[src/logic/pdcr_params.svh]
`ifndef PDCR_PARAMS_SVH
`define PDCR_PARAMS_SVH

`define PDCR_ADDR_DEV_CAP   12'hC4
`define PDCR_ADDR_DEV_CTRL  12'hC8
`define PDCR_ADDR_ERR_FLAGS 12'h100

`define PDCR_MPS_128        3'h0
`define PDCR_MPS_256        3'h1
`define PDCR_MPS_512        3'h2

`define PDCR_TYPE_UP        4'h5
`define PDCR_TYPE_DOWN      4'h6

`define PDCR_RST_MPS_SUP    3'h1
`define PDCR_RST_RBER       1'h1
`define PDCR_RST_MPS        3'h0
`define PDCR_RST_SPL_VAL    8'h00
`define PDCR_RST_SPL_SCL    2'h0

`define PDCR_CAP_MPS_LSB    0
`define PDCR_CAP_RBER_BIT   15
`define PDCR_CAP_SPV_LSB    18
`define PDCR_CAP_SPS_LSB    26
`define PDCR_CTL_ERR_LSB    0
`define PDCR_CTL_MPS_LSB    5
`define PDCR_CTL_AUX_BIT    10

`endif

[src/logic/pdcr_pkg.sv]
package pdcr_pkg;

  // default values pushed by the serial or EEPROM loader
  typedef struct packed {
    logic [2:0] mps_sup;
    logic       rber;
  } pdcr_dflt_t;

  // payload of a received slot power limit message
  typedef struct packed {
    logic [7:0] value;
    logic [1:0] scale;
  } pdcr_spl_t;

  typedef struct packed {
    logic       corr;
    logic       nonfatal;
    logic       fatal;
    logic       unsup;
  } pdcr_err_t;

  typedef enum logic [1:0] {
    PDCR_WAIT1 = 2'b00,
    PDCR_WAIT2 = 2'b01,
    PDCR_RUN   = 2'b10
  } pdcr_cap_state_t;

endpackage

[src/logic/pdcr_regs.sv]
`timescale 1ns/1ps
`include "pdcr_params.svh"

module pdcr_regs #(
  parameter int ADDR_W = 12
) (
  input  wire logic                core_clk,
  input  wire logic                reset,
  input  wire logic                psel,
  input  wire logic                penable,
  input  wire logic                pwrite,
  input  wire logic [ADDR_W-1:0]   paddr,
  input  wire logic [31:0]         pwdata,
  input  wire logic [3:0]          pstrb,
  output logic                     pready,
  output logic [31:0]              prdata,
  output logic                     pslverr,
  input  wire logic                large_payload_strap,
  input  wire logic                upstream_strap,
  input  wire logic                dflt_valid,
  input  wire pdcr_pkg::pdcr_dflt_t dflt,
  input  wire logic                spl_valid,
  input  wire pdcr_pkg::pdcr_spl_t spl_msg,
  input  wire pdcr_pkg::pdcr_err_t err_event,
  output logic [3:0]               port_type,
  output logic [2:0]               max_payload,
  output logic                     aux_pm_enable,
  output pdcr_pkg::pdcr_err_t      err_report
);
  import pdcr_pkg::*;

  // ------------------------------------------------------------
  // helpers
  // ------------------------------------------------------------
  // clamp a payload code to the supported limit
  function automatic logic [2:0] clamp_mps(input logic [2:0] req,
                                           input logic [2:0] lim);
    clamp_mps = (req > lim) ? lim : req;
  endfunction

  function automatic logic legal_mps(input logic [2:0] code);
    legal_mps = (code <= `PDCR_MPS_512);
  endfunction

  // ------------------------------------------------------------
  // pin synchronisers
  // ------------------------------------------------------------
  logic [1:0] strap_sync;
  logic [1:0] up_sync;

  always_ff @(posedge core_clk) begin
    strap_sync <= {strap_sync[0], large_payload_strap};
    up_sync    <= {up_sync[0], upstream_strap};
  end

  // ------------------------------------------------------------
  // state
  // ------------------------------------------------------------
  pdcr_cap_state_t cap_state;
  pdcr_cap_state_t next_cap_state;
  logic [2:0]      mps_sup;
  logic            rber;
  logic            is_up;
  logic [7:0]      spl_value;
  logic [1:0]      spl_scale;
  logic [3:0]      err_en;
  logic [2:0]      mps;
  logic            aux_en;
  pdcr_err_t       err_flags;

  // ------------------------------------------------------------
  // bus decode
  // ------------------------------------------------------------
  wire        setup    = psel & ~penable;
  wire        access   = psel & penable & pready;
  wire        wr       = access & pwrite;
  wire        hit_cap  = (paddr == ADDR_W'(`PDCR_ADDR_DEV_CAP));
  wire        hit_ctl  = (paddr == ADDR_W'(`PDCR_ADDR_DEV_CTRL));
  wire        hit_err  = (paddr == ADDR_W'(`PDCR_ADDR_ERR_FLAGS));
  wire        mapped   = hit_cap | hit_ctl | hit_err;
  wire        wr_ctl0  = wr & hit_ctl & pstrb[0];
  wire        wr_ctl1  = wr & hit_ctl & pstrb[1];
  wire        wr_err   = wr & hit_err & pstrb[0];
  wire        running  = (cap_state == PDCR_RUN);
  wire        dflt_ok  = dflt_valid & running & legal_mps(dflt.mps_sup);
  wire [2:0]  lim_now  = dflt_ok ? dflt.mps_sup : mps_sup;

  // fixed-zero fields come straight from the zero fill
  wire [31:0] cap_word = {4'h0,
                          spl_scale,
                          spl_value,
                          2'h0,
                          rber,
                          3'h0,
                          3'h0,
                          3'h0,
                          1'h0,
                          2'h0,
                          mps_sup};
  wire [31:0] ctl_word = {16'h0000,
                          1'h0,
                          3'h0,
                          1'h0,
                          aux_en,
                          2'h0,
                          mps,
                          1'h0,
                          err_en};
  wire [31:0] err_word = {28'h0000000, err_flags};
  wire [31:0] rd_word  = hit_cap ? cap_word :
                         hit_ctl ? ctl_word :
                         hit_err ? err_word : 32'h00000000;

  wire [2:0]  wr_mps   = clamp_mps(pwdata[7:5], lim_now);
  wire [3:0]  err_clr  = wr_err ? pwdata[3:0] : 4'h0;
  wire [3:0]  next_err = err_event | (err_flags & ~err_clr);
  // enables count correctable from bit 0, the event struct from its msb
  wire [3:0]  rpt_en   = {err_en[0], err_en[1], err_en[2], err_en[3]};

  // ------------------------------------------------------------
  // apb slave: one wait-free access phase, data registered at setup
  // ------------------------------------------------------------
  always_ff @(posedge core_clk) begin
    if (reset) begin
      pready  <= 1'b0;
      prdata  <= 32'h00000000;
      pslverr <= 1'b0;
    end else begin
      pready  <= setup;
      if (setup) begin
        prdata  <= pwrite ? 32'h00000000 : rd_word;
        pslverr <= ~mapped;
      end else if (access) begin
        prdata  <= 32'h00000000;
        pslverr <= 1'b0;
      end
    end
  end

  // ------------------------------------------------------------
  // strap capture after reset release
  // ------------------------------------------------------------
  // two idle cycles let the synchronisers settle before sampling
  always_comb begin
    next_cap_state = cap_state;
    unique case (cap_state)
      PDCR_WAIT1: next_cap_state = PDCR_WAIT2;
      PDCR_WAIT2: next_cap_state = PDCR_RUN;
      PDCR_RUN:   next_cap_state = PDCR_RUN;
      default:    next_cap_state = PDCR_WAIT1;
    endcase
  end

  always_ff @(posedge core_clk) begin
    if (reset) begin
      cap_state <= PDCR_WAIT1;
    end else begin
      cap_state <= next_cap_state;
    end
  end

  // ------------------------------------------------------------
  // capabilities fields
  // ------------------------------------------------------------
  always_ff @(posedge core_clk) begin
    if (reset) begin
      mps_sup <= `PDCR_RST_MPS_SUP;
      rber    <= `PDCR_RST_RBER;
      is_up   <= 1'b1;
    end else if (cap_state == PDCR_WAIT2) begin
      mps_sup <= strap_sync[1] ? `PDCR_MPS_512 : `PDCR_MPS_256;
      is_up   <= up_sync[1];
    end else if (dflt_ok) begin
      mps_sup <= dflt.mps_sup;
      rber    <= dflt.rber;
    end
  end

  // slot power fields only follow the message on the upstream port
  always_ff @(posedge core_clk) begin
    if (reset) begin
      spl_value <= `PDCR_RST_SPL_VAL;
      spl_scale <= `PDCR_RST_SPL_SCL;
    end else if (spl_valid & is_up & running) begin
      spl_value <= spl_msg.value;
      spl_scale <= spl_msg.scale;
    end
  end

  // ------------------------------------------------------------
  // control fields
  // ------------------------------------------------------------
  // only these fields and mps take control writes; every other control bit drops the data
  always_ff @(posedge core_clk) begin
    if (reset) begin
      err_en <= 4'h0;
      aux_en <= 1'b0;
    end else begin
      if (wr_ctl0) begin
        err_en <= pwdata[3:0];
      end
      if (wr_ctl1) begin
        aux_en <= pwdata[`PDCR_CTL_AUX_BIT];
      end
    end
  end

  // a lowered limit also pulls the stored setting down
  always_ff @(posedge core_clk) begin
    if (reset) begin
      mps <= `PDCR_RST_MPS;
    end else if (wr_ctl0) begin
      mps <= wr_mps;
    end else begin
      mps <= clamp_mps(mps, lim_now);
    end
  end

  // ------------------------------------------------------------
  // error flags and reporting
  // ------------------------------------------------------------
  // a new error in the clearing cycle keeps its flag set
  always_ff @(posedge core_clk) begin
    if (reset) begin
      err_flags  <= '0;
      err_report <= '0;
    end else begin
      err_flags  <= next_err;
      err_report <= err_event & rpt_en;
    end
  end

  // ------------------------------------------------------------
  // status outputs
  // ------------------------------------------------------------
  always_ff @(posedge core_clk) begin
    if (reset) begin
      port_type     <= `PDCR_TYPE_UP;
      max_payload   <= `PDCR_RST_MPS;
      aux_pm_enable <= 1'b0;
    end else begin
      port_type     <= is_up ? `PDCR_TYPE_UP : `PDCR_TYPE_DOWN;
      max_payload   <= mps;
      aux_pm_enable <= aux_en;
    end
  end

endmodule // pdcr_regs

[config.mk]
export PLATFORM = sky130hd
export DESIGN_NAME = pdcr_regs
export DESIGN_NICKNAME = d
export VERILOG_FILES = /design/src/logic/pdcr_pkg.sv /design/src/logic/pdcr_regs.sv
export VERILOG_INCLUDE_DIRS = /design/src /design/src/logic
export SDC_FILE = /design/constraint.sdc
export NUM_CORES = 1
export LEC_CHECK = 0
export BUFFER_PORTS_ARGS = -buffer_cell sky130_fd_sc_hd__buf_4
export CORE_MARGIN = 2
export CORE_UTILIZATION = 46
export DETAILED_ROUTE_END_ITERATION = 10
export GPL_TIMING_DRIVEN = 0
export PLACE_DENSITY = 0.86
export SYNTH_ARGS = -nofsm -noshare
export SYNTH_HDL_FRONTEND = slang
export SYNTH_SLANG_ARGS = --single-unit
[constraint.sdc]
create_clock -name core_clk -period 3.25 [get_ports core_clk]
set_clock_uncertainty 0.2 [all_clocks]
set_input_delay 0.1625 -clock core_clk [delete_from_list [all_inputs] [get_ports core_clk]]
set_output_delay 0.1625 -clock core_clk [all_outputs]
set_load 0.005 [all_outputs]
Word level (Yosys, flattened, before mapping) --
Cells that the tools add are included.
Word-level totals: output and inout port bits 46, flip-flop bits (word level) 79, input bits 75, word-level logic and storage cells 77
Cells by class: $lt $le $gt $ge 3, reduce and logical (&&, ||, !) cells 5, muxes and demuxes 17, equal/unequal tests 5, bitwise logic cells 22
Operator list (count):
- $mux 32 | 2
- $mux 28 | 2
- $eq 12x8->1 const B | 2
- $mux 3 | 5
- $and 1x1->1 | 13
- $eq 12x9->1 const B | 1
- $mux 11 | 1
- $and 4x4->4 | 2
- $mux 4 | 2
- $gt 3x3->1 | 2
- $mux 2 | 2
- $not 4->4 | 1
- $or 4x4->4 | 1
- $pmux 2 s2 | 1
- $reduce_bool 2->1 | 2
- $le 3x2->1 const B | 1
- $not 1->1 | 3
- $eq 2x1->1 const B | 1
- $eq 2x2->1 const B | 1
- $logic_not 2->1 | 1
- $mux 1 | 2
- $or 1x1->1 | 2
- $reduce_and 2->1 | 1
- $reduce_or 2->1 | 1

Depth between registers and ports, before layout --
Gate-level depths: netlist of run 1.
depth in word-level cells 9, mapped depth 11, gate-level depth less buffers 10

Worst setup path before layout of run 1 --
Ideal clock, no wire load.
path type reg2reg, from register cap_state[0], to register mps[0], data arrival time 2409 ps, stages on the path, launching flop included 11, library setup time 92 ps, buffers on the path 0, required time 2958 ps, setup slack 548 ps, period minus slack after synthesis 2702 ps, cell sequence dfxtp_1 inv_1 ha_1 nand4b_1 mux2_2 ha_1 or2_2 o22ai_1 a22oi_1 and3_2 o32ai_1
Between the ends: longest elaborated chain between the ends 7, elaborated cells between the ends (all ways) 10, those cells by class order compare: 2; eq/ne: 1; mux: 4; bitwise: 2; reduce/logical: 1
Ends and longest elaborated chain:
- start, declared | line pdcr_regs.sv:59 | pdcr_cap_state_t cap_state;
- start signal, assigned | line pdcr_regs.sv:158 | cap_state <= next_cap_state;
- $eq 2x2->1 * | line pdcr_regs.sv:84 | wire running = (cap_state == PDCR_RUN);
- $and 1x1->1 * (2 in a row) | line pdcr_regs.sv:85 | wire dflt_ok = dflt_valid & running & legal_mps(dflt.mps_sup);
- $mux 3 *
- $gt 3x3->1 | line pdcr_regs.sv:38 | clamp_mps = (req > lim) ? lim : req;
- $mux 3 | line pdcr_regs.sv:38
- $mux 3 | line pdcr_regs.sv:212 | end else if (wr_ctl0) begin
- end signal, assigned | line pdcr_regs.sv:211 | mps <= `PDCR_RST_MPS;
- end signal, assigned | line pdcr_regs.sv:213 | mps <= wr_mps;
- end signal, assigned | line pdcr_regs.sv:215 | mps <= clamp_mps(mps, lim_now);
- end, declared | line pdcr_regs.sv:67 | logic [2:0] mps;
Mark *: on every way between the ends. The rest lies on a longest branch, timed or not. The select of a mux whose other input is x is not followed. A chain may end at the register's enable or synchronous reset.

Worst setup path after layout of run 1 --
from register cap_state[0], to register mps[1]
The elaborated chain is that of the path after synthesis.

==> impl_metrics.py, run 1 <==
metrics = {
    "setup_path": {
        "crit_arrival_ns": 3.08,
        "slowest_stage": "mux2_2",
        "critPathBufInv": 1,
        "criticalPathCategory": "register to register",
        "cpMostUsedCell": "ha_1",
        "worstPathCellList": "inv_1 > ha_1 > nand4b_1 > mux2_2 > ha_1 > or2_2 > o22ai_1 > a22oi_1 > a21o_2 > a311oi_1",
        "crit_path_end_kind": "register",
        "worst-path-max-fanout": 6,
        "critPathLaunchType": "register",
        "cpPeakStageDelay_ns": 0.41,
        "worstPathRequired_ns": 3.29,
        "path_delay_family": "compound AO/OA/AOI/OAI gates",
    },
    "final_layout": {
        "syn_to_final_growth_pct": 48.11,
        "drive_gt1_share_pct": 32.21,
        "nets": 493,
        "utilization_pct": 70.64,
        "final_area_um2": 3914,
        "n_antenna_cell": 0,
        "n_fill_cell": 431,
    },
    "sta": {
        "setup_violations": 0,
        "worstMarginPinSlew_ns": 0.9176,
        "fin_crit_sh_pct": 93.78,
        "fin_tns_setup_ns": 0,
        "holdWs_ns": 0.07380,
        "fin_ws_ns": 0.2022,
        "drv_slew": 0,
        "max_freq_mhz": 328.1,
        "min_period_ns": 3.048,
        "rsz0062_at_grt": "false",
        "slew_headroom_pct": 38.32,
        "hold_viol": 0,
    },
    "power": {
        "p_leak_uw": 0.001771,
        "power_density_nw_per_um2": 491.5,
        "irDropWorstVdd_mv": 0.4155,
    },
    "global_route": {
        "antenna_found_initial": 0,
        "grt-ovfl-total": 0,
        "grt.total_usage_pct": 22.95,
        "grt_pass1_wl_um": 11280,
        "grt_pass1_vias": 2466,
        "grt_max_degree": 13,
    },
    "job": {
        "maxCapViolations": 0,
    },
    "detailed_routing": {
        "dr.pass1.iters": 4,
        "drc_errors": 0,
        "vias_per_cell": 5.084,
        "wl_um": 7092,
        "drt-wirelength-per-cell_um": 14.53,
        "drt_iter0_markers": 115,
        "vias": 2481,
        "ant_nets": 0,
    },
    "die": {
        "rows": 27,
        "initial_core_util_pct": 47.70,
        "dieArea_um2": 6367,
        "core_area_um2": 5540,
        "ios": 121,
        "die_w_um": 79.80,
        "die_y_um": 79.80,
    },
    "clock_tree": {
        "path_clk_slew_ns": 0.07,
        "cts_tree": "built",
        "cts_max_level": 3,
        "cts-resized-gates": 0,
        "root_buffer": "clkbuf_8",
        "cts.sinks": 64,
        "insertion_delay_ns": 0.33,
        "cts_inserted_buffers": 9,
        "cts_max_path_buffers": 2,
    },
    "logic_synthesis": {
        "synthArstFlopShare_pct": 0,
        "synthFlopType": "dfxtp_1",
        "synthCells": 276,
        "ys_warn_count": 0,
        "avgSynthCellArea_um2": 9.574,
        "ys_types": 53,
        "synth_edf_count": 0,
        "synth_seq_cells": 64,
        "seq_area_frac_synth_pct": 48.48,
        "syn_area_um2": 2643,
    },
    "min_path": {
        "hold_class": "primary input to register",
    },
    "place": {
        "dp_hpwl_um": 4927,
        "port_buffers": 79,
        "placed_area_um2": 3374,
        "gp_congestion": 0.8897,
        "place_ws_ns": 0.2359,
    },
    "run_status": {
        "status": "finished clean",
    },
}
-- logic make-up (layout without fill, tap and decap cells) --
logic type,after synthesis,count (layout),synth area share [%]
buffers and inverters,36,163,7.481
flip-flops,64,64,48.48
AO/OA/AOI/OAI,60,60,16.53
other,2,15,0.2842
multiplexers,8,8,3.078
adder cells (fa/ha/maj),7,7,3.314
AND/OR/NAND/NOR,99,99,20.83
-- placed cells by master, fill, tap and decap left out, drive strengths merged, types with 3 or more instances in the layout --
| cell | synthesis | routed |
|---|---|---|
| a21o | 3 | 3 |
| a21oi | 18 | 18 |
| a22o | 20 | 20 |
| a22oi | 4 | 4 |
| and2 | 5 | 5 |
| and3 | 8 | 8 |
| buf | 17 | 96 |
| clkbuf | 10 | 19 |
| clkinv | 0 | 3 |
| conb | 2 | 15 |
| dfxtp | 64 | 64 |
| dlygate4sd3 | 0 | 32 |
| ha | 7 | 7 |
| inv | 9 | 10 |
| mux2i | 7 | 7 |
| nand2 | 34 | 34 |
| nand3 | 9 | 9 |
| nor2 | 13 | 13 |
| nor2b | 6 | 6 |
| nor4 | 3 | 3 |
| o21ai | 4 | 4 |
| or2 | 3 | 3 |
| or3 | 3 | 3 |
-- synth_stat cells, drive strengths merged, types with 2 or more instances --
cell type	instances	area share (%)
a21o	3	0.95
a21oi	18	3.4
a22o	20	6.9
a22oi	4	1.1
and2	5	1.2
and3	8	2.0
and4	2	0.66
buf	17	4.7
clkbuf	10	1.5
conb	2	0.28
dfxtp	64	48
ha	7	3.3
inv	9	1.3
mux2i	7	2.7
nand2	34	4.8
nand3	9	1.7
nand3b	2	0.57
nor2	13	1.8
nor2b	6	1.4
nor3	2	0.38
nor4	3	1.5
o21ai	4	0.76
or2	3	0.71
or3	3	0.71
or3b	2	0.66
-- worst reg2reg max path, stage by stage, from the launching register on --
cell,delay (ns)
dfxtp_1,0.34
inv_1,0.06
ha_1,0.27
nand4b_1,0.23
mux2_2,0.41
ha_1,0.31
or2_2,0.30
o22ai_1,0.15
a22oi_1,0.18
a21o_2,0.23
a311oi_1,0.27
-- sequential cells by signal, indices dropped and copies added, names as in the netlist, 3 cells and up --
register     cells
mps_sup          3
err_report       4
prdata          19
mps              3
err_flags        4
spl_value        8
err_en           4
max_payload      3
-- final timing paths --
kind	from	end	slack (ns)	cells after the start
max reg2reg	cap_state[0]	mps[1]	0.20	10
max	cap_state[0]	mps[1]	0.20	10
min	dflt[1]	mps_sup[0]	0.07	4
min reg2reg	up_sync[0]	up_sync[1]	0.13	0
-- stage by stage --
step / std cells / total power [µW]
floorplan: 289 / 1043
global placement: 440 / 1141
detailed placement: 440 / 1158
CTS: 488 / 1930
global route: 488 / 2005
finish: 488 / 1924
-- timing repair --
item | CTS | global route
hold buffers | 32 | 0
setup buffers | 0 | 0
endpoints found under the hold margin | 31 | 0
-- area by class of cell --
cell class                 instances  area [µm²]  share of cell area (%)
timing repair buffer             111       913.4                   23.34
sequential                        64        1281                   32.74
buffer                            27       163.9                   4.188
multi-input combinational        189        1212                   30.98
tap                               72       90.09                   2.302
inverter                           9       33.78                  0.8632
clock buffer                       9       123.9                   3.165
clock inverter                     7       95.09                   2.430
-- routing by layer --
metal	track usage (%)	vias to the layer above	routed length (µm)
li1	-	1218	-
met1	27.53	1164	2961
met2	40.25	91	3636
met3	4.412	8	413
met4	9.153	0	80
met5	0	-	0
-- power by group --
| group | internal (µW) | switching, µW | total (µW) |
|---|---|---|---|
| Sequential | 829 | 28.8 | 858 |
| Clock | 433 | 315 | 748 |
| Combinational | 169 | 148 | 318 |
| Total | 1430 | 492 | 1920 |
Note: power is estimated with default switching activity, not from simulation.
==> run 2: changes to the inputs <==
Settings changed: CORE_UTILIZATION 46 to 50, PLACE_DENSITY 0.86 to 0.92.
Clock period 3.25 ns to 3.57 ns, I/O delays scaled along.
==> run 2 against run 1 <==
  * Hold slack better by 0.042 ns
  * Wire length grew 4.4%
  * Largest power group unchanged
  * Register-to-register slack improved by 0.26 ns
  * Combinational power fell by 4%
  * Critical path depth unchanged
==> impl_metrics.py, run 2 (same netlist as run 1, synthesis figures left out) <==
metrics = {
    "final_layout": {
        "nets": 493,
        "final_cell_mix": "buf_4, dfxtp_1, nand2_1, dlygate4sd3_1, a21oi_1",
        "regMostFlops": "prdata",
        "reg.largest.list": "prdata (19), spl_value (8)",
        "largest_reg_flops": 19,
        "n_antenna_cell": 0,
        "drive_gt1_share_pct": 32.21,
        "final_common_cell": "buf_4",
        "final_area_um2": 3913,
        "syn_to_final_growth_pct": 48.06,
        "n_fill_cell": 322,
    },
    "setup_path": {
        "crit_arrival_ns": 3.14,
        "critPathLaunchType": "register",
        "worst-path-max-fanout": 6,
        "worstPathRequired_ns": 3.60,
        "crit_path_end_kind": "register",
        "criticalPathCategory": "register to register",
    },
    "sta": {
        "slew_headroom_pct": 44.71,
        "holdWs_ns": 0.1155,
        "rsz0062_at_grt": "false",
        "fin_tns_setup_ns": 0,
        "worstMarginPinSlew_ns": 0.8225,
        "min_period_ns": 3.112,
        "drv_slew": 0,
        "fin_crit_sh_pct": 87.16,
        "max_freq_mhz": 321.4,
        "hold_viol": 0,
        "setup_violations": 0,
    },
    "die": {
        "rows": 26,
        "dieArea_um2": 5883,
        "core_area_um2": 5107,
        "die_y_um": 76.70,
        "ios": 121,
        "initial_core_util_pct": 51.74,
        "die_w_um": 76.70,
    },
    "detailed_routing": {
        "drc_errors": 0,
        "ant_nets": 0,
        "wl_um": 7405,
        "vias_per_cell": 5.267,
        "drt_iter0_markers": 167,
        "drt-wirelength-per-cell_um": 15.24,
        "vias": 2560,
        "dr.pass1.iters": 4,
    },
    "global_route": {
        "grt.met3_usage_pct": 8.235,
        "grtUsageMet1_pct": 27.18,
        "busiest_layer": "met2",
        "antenna_found_initial": 0,
        "met2_usage_pct": 45.70,
        "grt_max_degree": 13,
        "grt-ovfl-total": 0,
        "grt.total_usage_pct": 25.22,
        "grt_pass1_vias": 2491,
        "grt_pass1_wl_um": 11620,
    },
    "run_status": {
        "status": "finished clean",
    },
    "clock_tree": {
        "cts.sinks": 64,
        "cts_max_level": 3,
        "post_cts_buffers": 0,
        "insertion_delay_ns": 0.33,
        "cts_tree": "built",
        "root_buffer": "clkbuf_8",
        "cts_max_path_buffers": 2,
        "cts_inserted_buffers": 9,
        "path_clk_slew_ns": 0.07,
    },
    "power": {
        "power.total_uw": 1767,
        "p_leak_uw": 0.001775,
        "irDropWorstVdd_mv": 0.3080,
        "power_density_nw_per_um2": 451.7,
    },
    "place": {
        "gp_congestion": 0.8439,
        "placed_area_um2": 3372,
        "port_buffers": 79,
        "dp_hpwl_um": 4840,
    },
    "job": {
        "maxCapViolations": 0,
    },
    "min_path": {
        "hold_class": "primary input to register",
    },
}
==> run 2: cell type report <==
cell class              count  area (µm²)  area share [%]
plain buffers              27       163.9           4.189
flip-flops and latches     64        1281           32.75
inverters                   9       33.78          0.8634
clock buffers               9       123.9           3.166
well taps                  70       87.58           2.239
clock inverters             7       96.34           2.462
repair buffers            111       913.4           23.35
multi-input cells         189        1212           30.99
==> run 2: worst paths after layout <==
| check | start | end | slack (ns) | cells past startpoint |
|---|---|---|---|---|
| worst max-delay path | cap_state[0] | mps[1] | 0.46 | 10 |
| worst min-delay path | pwdata[5] | mps[0] | 0.12 | 4 |
| worst max register to register | cap_state[0] | mps[1] | 0.46 | 10 |
| worst min register to register | strap_sync[0] | strap_sync[1] | 0.13 | 0 |
==> run 2: per-stage QoR <==
step           setup WS, ns  utilization (%)  instances
3_5_place_dp         0.5459            66.02        438
6_report             0.4584            76.60        486
2_1_floorplan        0.8684                -        289
3_3_place_gp         0.6440            66.02        438
4_1_cts              0.5246            76.60        486
5_1_grt              0.3251            76.60        486
==> run 2: critical path, stage by stage, from the launching register on <==
cell and delay (ns):
dfxtp_1 0.34, inv_1 0.07, ha_1 0.28, nand4b_1 0.23, mux2_2 0.42, ha_1 0.31, or2_2 0.30, o22ai_1 0.15
a22oi_1 0.19, a21o_2 0.24, a311oi_1 0.29
==> run 2: metal layers <==
layer | vias to the layer above | part of all wire, % | wire length, µm
li1 | 1224 | - | -
met3 | 17 | 5.5 | 405
met4 | 0 | 1.6 | 122
met2 | 116 | 55 | 4046
met1 | 1203 | 38 | 2830
met5 | - | 0 | 0
==> run 2: timing repair <==
item                      in CTS  in global routing
hold endpoints to repair      31                  0
hold buffers                  32                  0
gates resized for setup        0                  0
==> run 2: power breakdown <==
group / switching, µW / internal (µW)
logic: 150 / 154
clock network: 287 / 394
registers: 27.3 / 755
==> run 3: changes to the inputs <==
Settings changed: CORE_MARGIN 2 to default, GPL_TIMING_DRIVEN 0 to default.
==> run 3 against run 2 <==
  * Die area decreased by 5.1%
  * Highest routed layer unchanged
  * Wire length decreased by 7.4%
  * Global-route usage increased by 0.18 points
==> impl_metrics.py, run 3 (same netlist as run 1, synthesis figures left out) <==
metrics = {
    "run_status": {
        "status": "finished clean",
    },
    "detailed_routing": {
        "wl_um": 6858,
        "ant_nets": 0,
        "dr.pass1.iters": 4,
        "dr_wl_met3_um": 328,
        "top_layer_used": "met4",
        "drt-wirelength-per-cell_um": 15.01,
        "drc_errors": 0,
        "drt_iter0_markers": 105,
        "vias_per_cell": 5.295,
        "wl_met1_um": 2792,
        "vias": 2420,
        "wl_met2_um": 3596,
    },
    "final_layout": {
        "syn_to_final_growth_pct": 39.58,
        "stdcell_count": 457,
        "reg.largest.list": "prdata (19), spl_value (8)",
        "final_cell_mix": "buf_4, dfxtp_1, nand2_1, dlygate4sd3_1, a21oi_1",
        "n_antenna_cell": 0,
        "n_fill_cell": 373,
        "final-seq-area_um2": 1281,
        "multi_input_area_um2": 1212,
        "nets": 464,
        "regMostFlops": "prdata",
        "largest_reg_flops": 19,
        "final_common_cell": "buf_4",
        "drive_gt1_share_pct": 29.20,
    },
    "setup_path": {
        "crit_path_end_kind": "register",
        "worstPathRequired_ns": 3.61,
        "criticalPathCategory": "register to register",
        "worst-path-max-fanout": 6,
        "crit_arrival_ns": 3.07,
        "critPathLaunchType": "register",
    },
    "sta": {
        "worstMarginPinSlew_ns": 0.8571,
        "rsz0062_at_grt": "false",
        "hold_viol": 0,
        "holdWs_ns": 0.01807,
        "setup_violations": 0,
        "max_freq_mhz": 329.8,
        "fin_tns_setup_ns": 0,
        "slew_headroom_pct": 42.38,
        "drv_slew": 0,
        "min_period_ns": 3.032,
        "fin_crit_sh_pct": 84.92,
    },
    "clock_tree": {
        "cts_tree": "built",
        "root_buffer": "clkbuf_8",
        "cts_inserted_buffers": 9,
        "cts_max_path_buffers": 2,
        "post_cts_buffers": 0,
        "cts_max_level": 3,
        "path_clk_slew_ns": 0.07,
        "cts.sinks": 64,
        "cts-resized-gates": 0,
        "ctsHoldBuffers": 30,
        "insertion_delay_ns": 0.34,
    },
    "global_route": {
        "antenna_found_initial": 0,
        "grt_pass1_wl_um": 10400,
        "grt.total_usage_pct": 25.40,
        "grt_max_degree": 33,
        "grt-ovfl-total": 0,
        "grt_pass1_vias": 2176,
    },
    "die": {
        "ios": 121,
        "core_area_um2": 5107,
        "dieArea_um2": 5580,
        "die_w_um": 74.70,
        "initial_core_util_pct": 51.74,
        "die_y_um": 74.70,
        "rows": 26,
    },
    "power": {
        "power_density_nw_per_um2": 444.4,
        "irDropWorstVdd_mv": 0.3003,
        "p_leak_uw": 0.001643,
    },
    "place": {
        "gp_congestion": 0.8813,
        "dp_hpwl_um": 4298,
        "port_buffers": 79,
        "dp.cells": 411,
    },
    "job": {
        "maxCapViolations": 0,
    },
    "min_path": {
        "hold_class": "primary input to register",
    },
}
run 3: cell count changes in the layout (fill, tap and decap cells not counted), sizes merged:
cell	change
dlygate4sd3	-2
clkbuf	-7
bufinv	-1
clkinv	-2
buf	-17
run 3: final cells by class:
type	instances	share of cell area, %
sequential	64	34.74
multi-input combinational	189	32.87
timing repair buffer	109	24.22
clock buffer	12	3.664
tap	70	2.374
clock inverter	4	1.221
inverter	9	0.9159
run 3: worst max-delay path, cell delays in order (launching register included):
cell,delay (ns)
dfxtp_1,0.34
inv_1,0.06
ha_1,0.27
nand4b_1,0.20
mux2_2,0.41
ha_1,0.31
or2_2,0.30
o22ai_1,0.16
a22oi_1,0.18
and3_2,0.25
o32ai_1,0.27
run 3: per-stage QoR:
stage	total power (µW)	worst slack [ns]	util, %	area [µm²]
2_1_floorplan	949.1	0.8684	-	2691
3_5_place_dp	1034	0.6129	62.81	3208
3_3_place_gp	1023	0.6808	62.81	3208
5_1_grt	1713	0.4135	72.22	3689
4_1_cts	1636	0.5735	72.22	3689
6_report	1639	0.5383	72.22	3689
run 3: per-layer routing:
layer	global-route usage, %	vias to the layer above
met4	14.26	0
met3	6.292	16
met1	28.57	1163
li1	-	1158
met2	43.94	83
met5	0	-
run 3: worst paths after layout:
| check | start | to | slack (ns) | depth (start not counted) |
|---|---|---|---|---|
| worst max-delay path | cap_state[0] | mps[0] | 0.54 | 10 |
| worst min-delay path | pstrb[1] | aux_en | 0.02 | 4 |
| worst max register to register | cap_state[0] | mps[0] | 0.54 | 10 |
| worst min register to register | strap_sync[0] | strap_sync[1] | 0.13 | 0 |
run 3: power breakdown:
part	switching, µW	leakage [µW]	internal (µW)	total [µW]
combinational	136	0.00103	141	277
clock	262	0.0000941	320	582
sequential	25.1	0.000521	755	780
total	423	0.00164	1220	1640
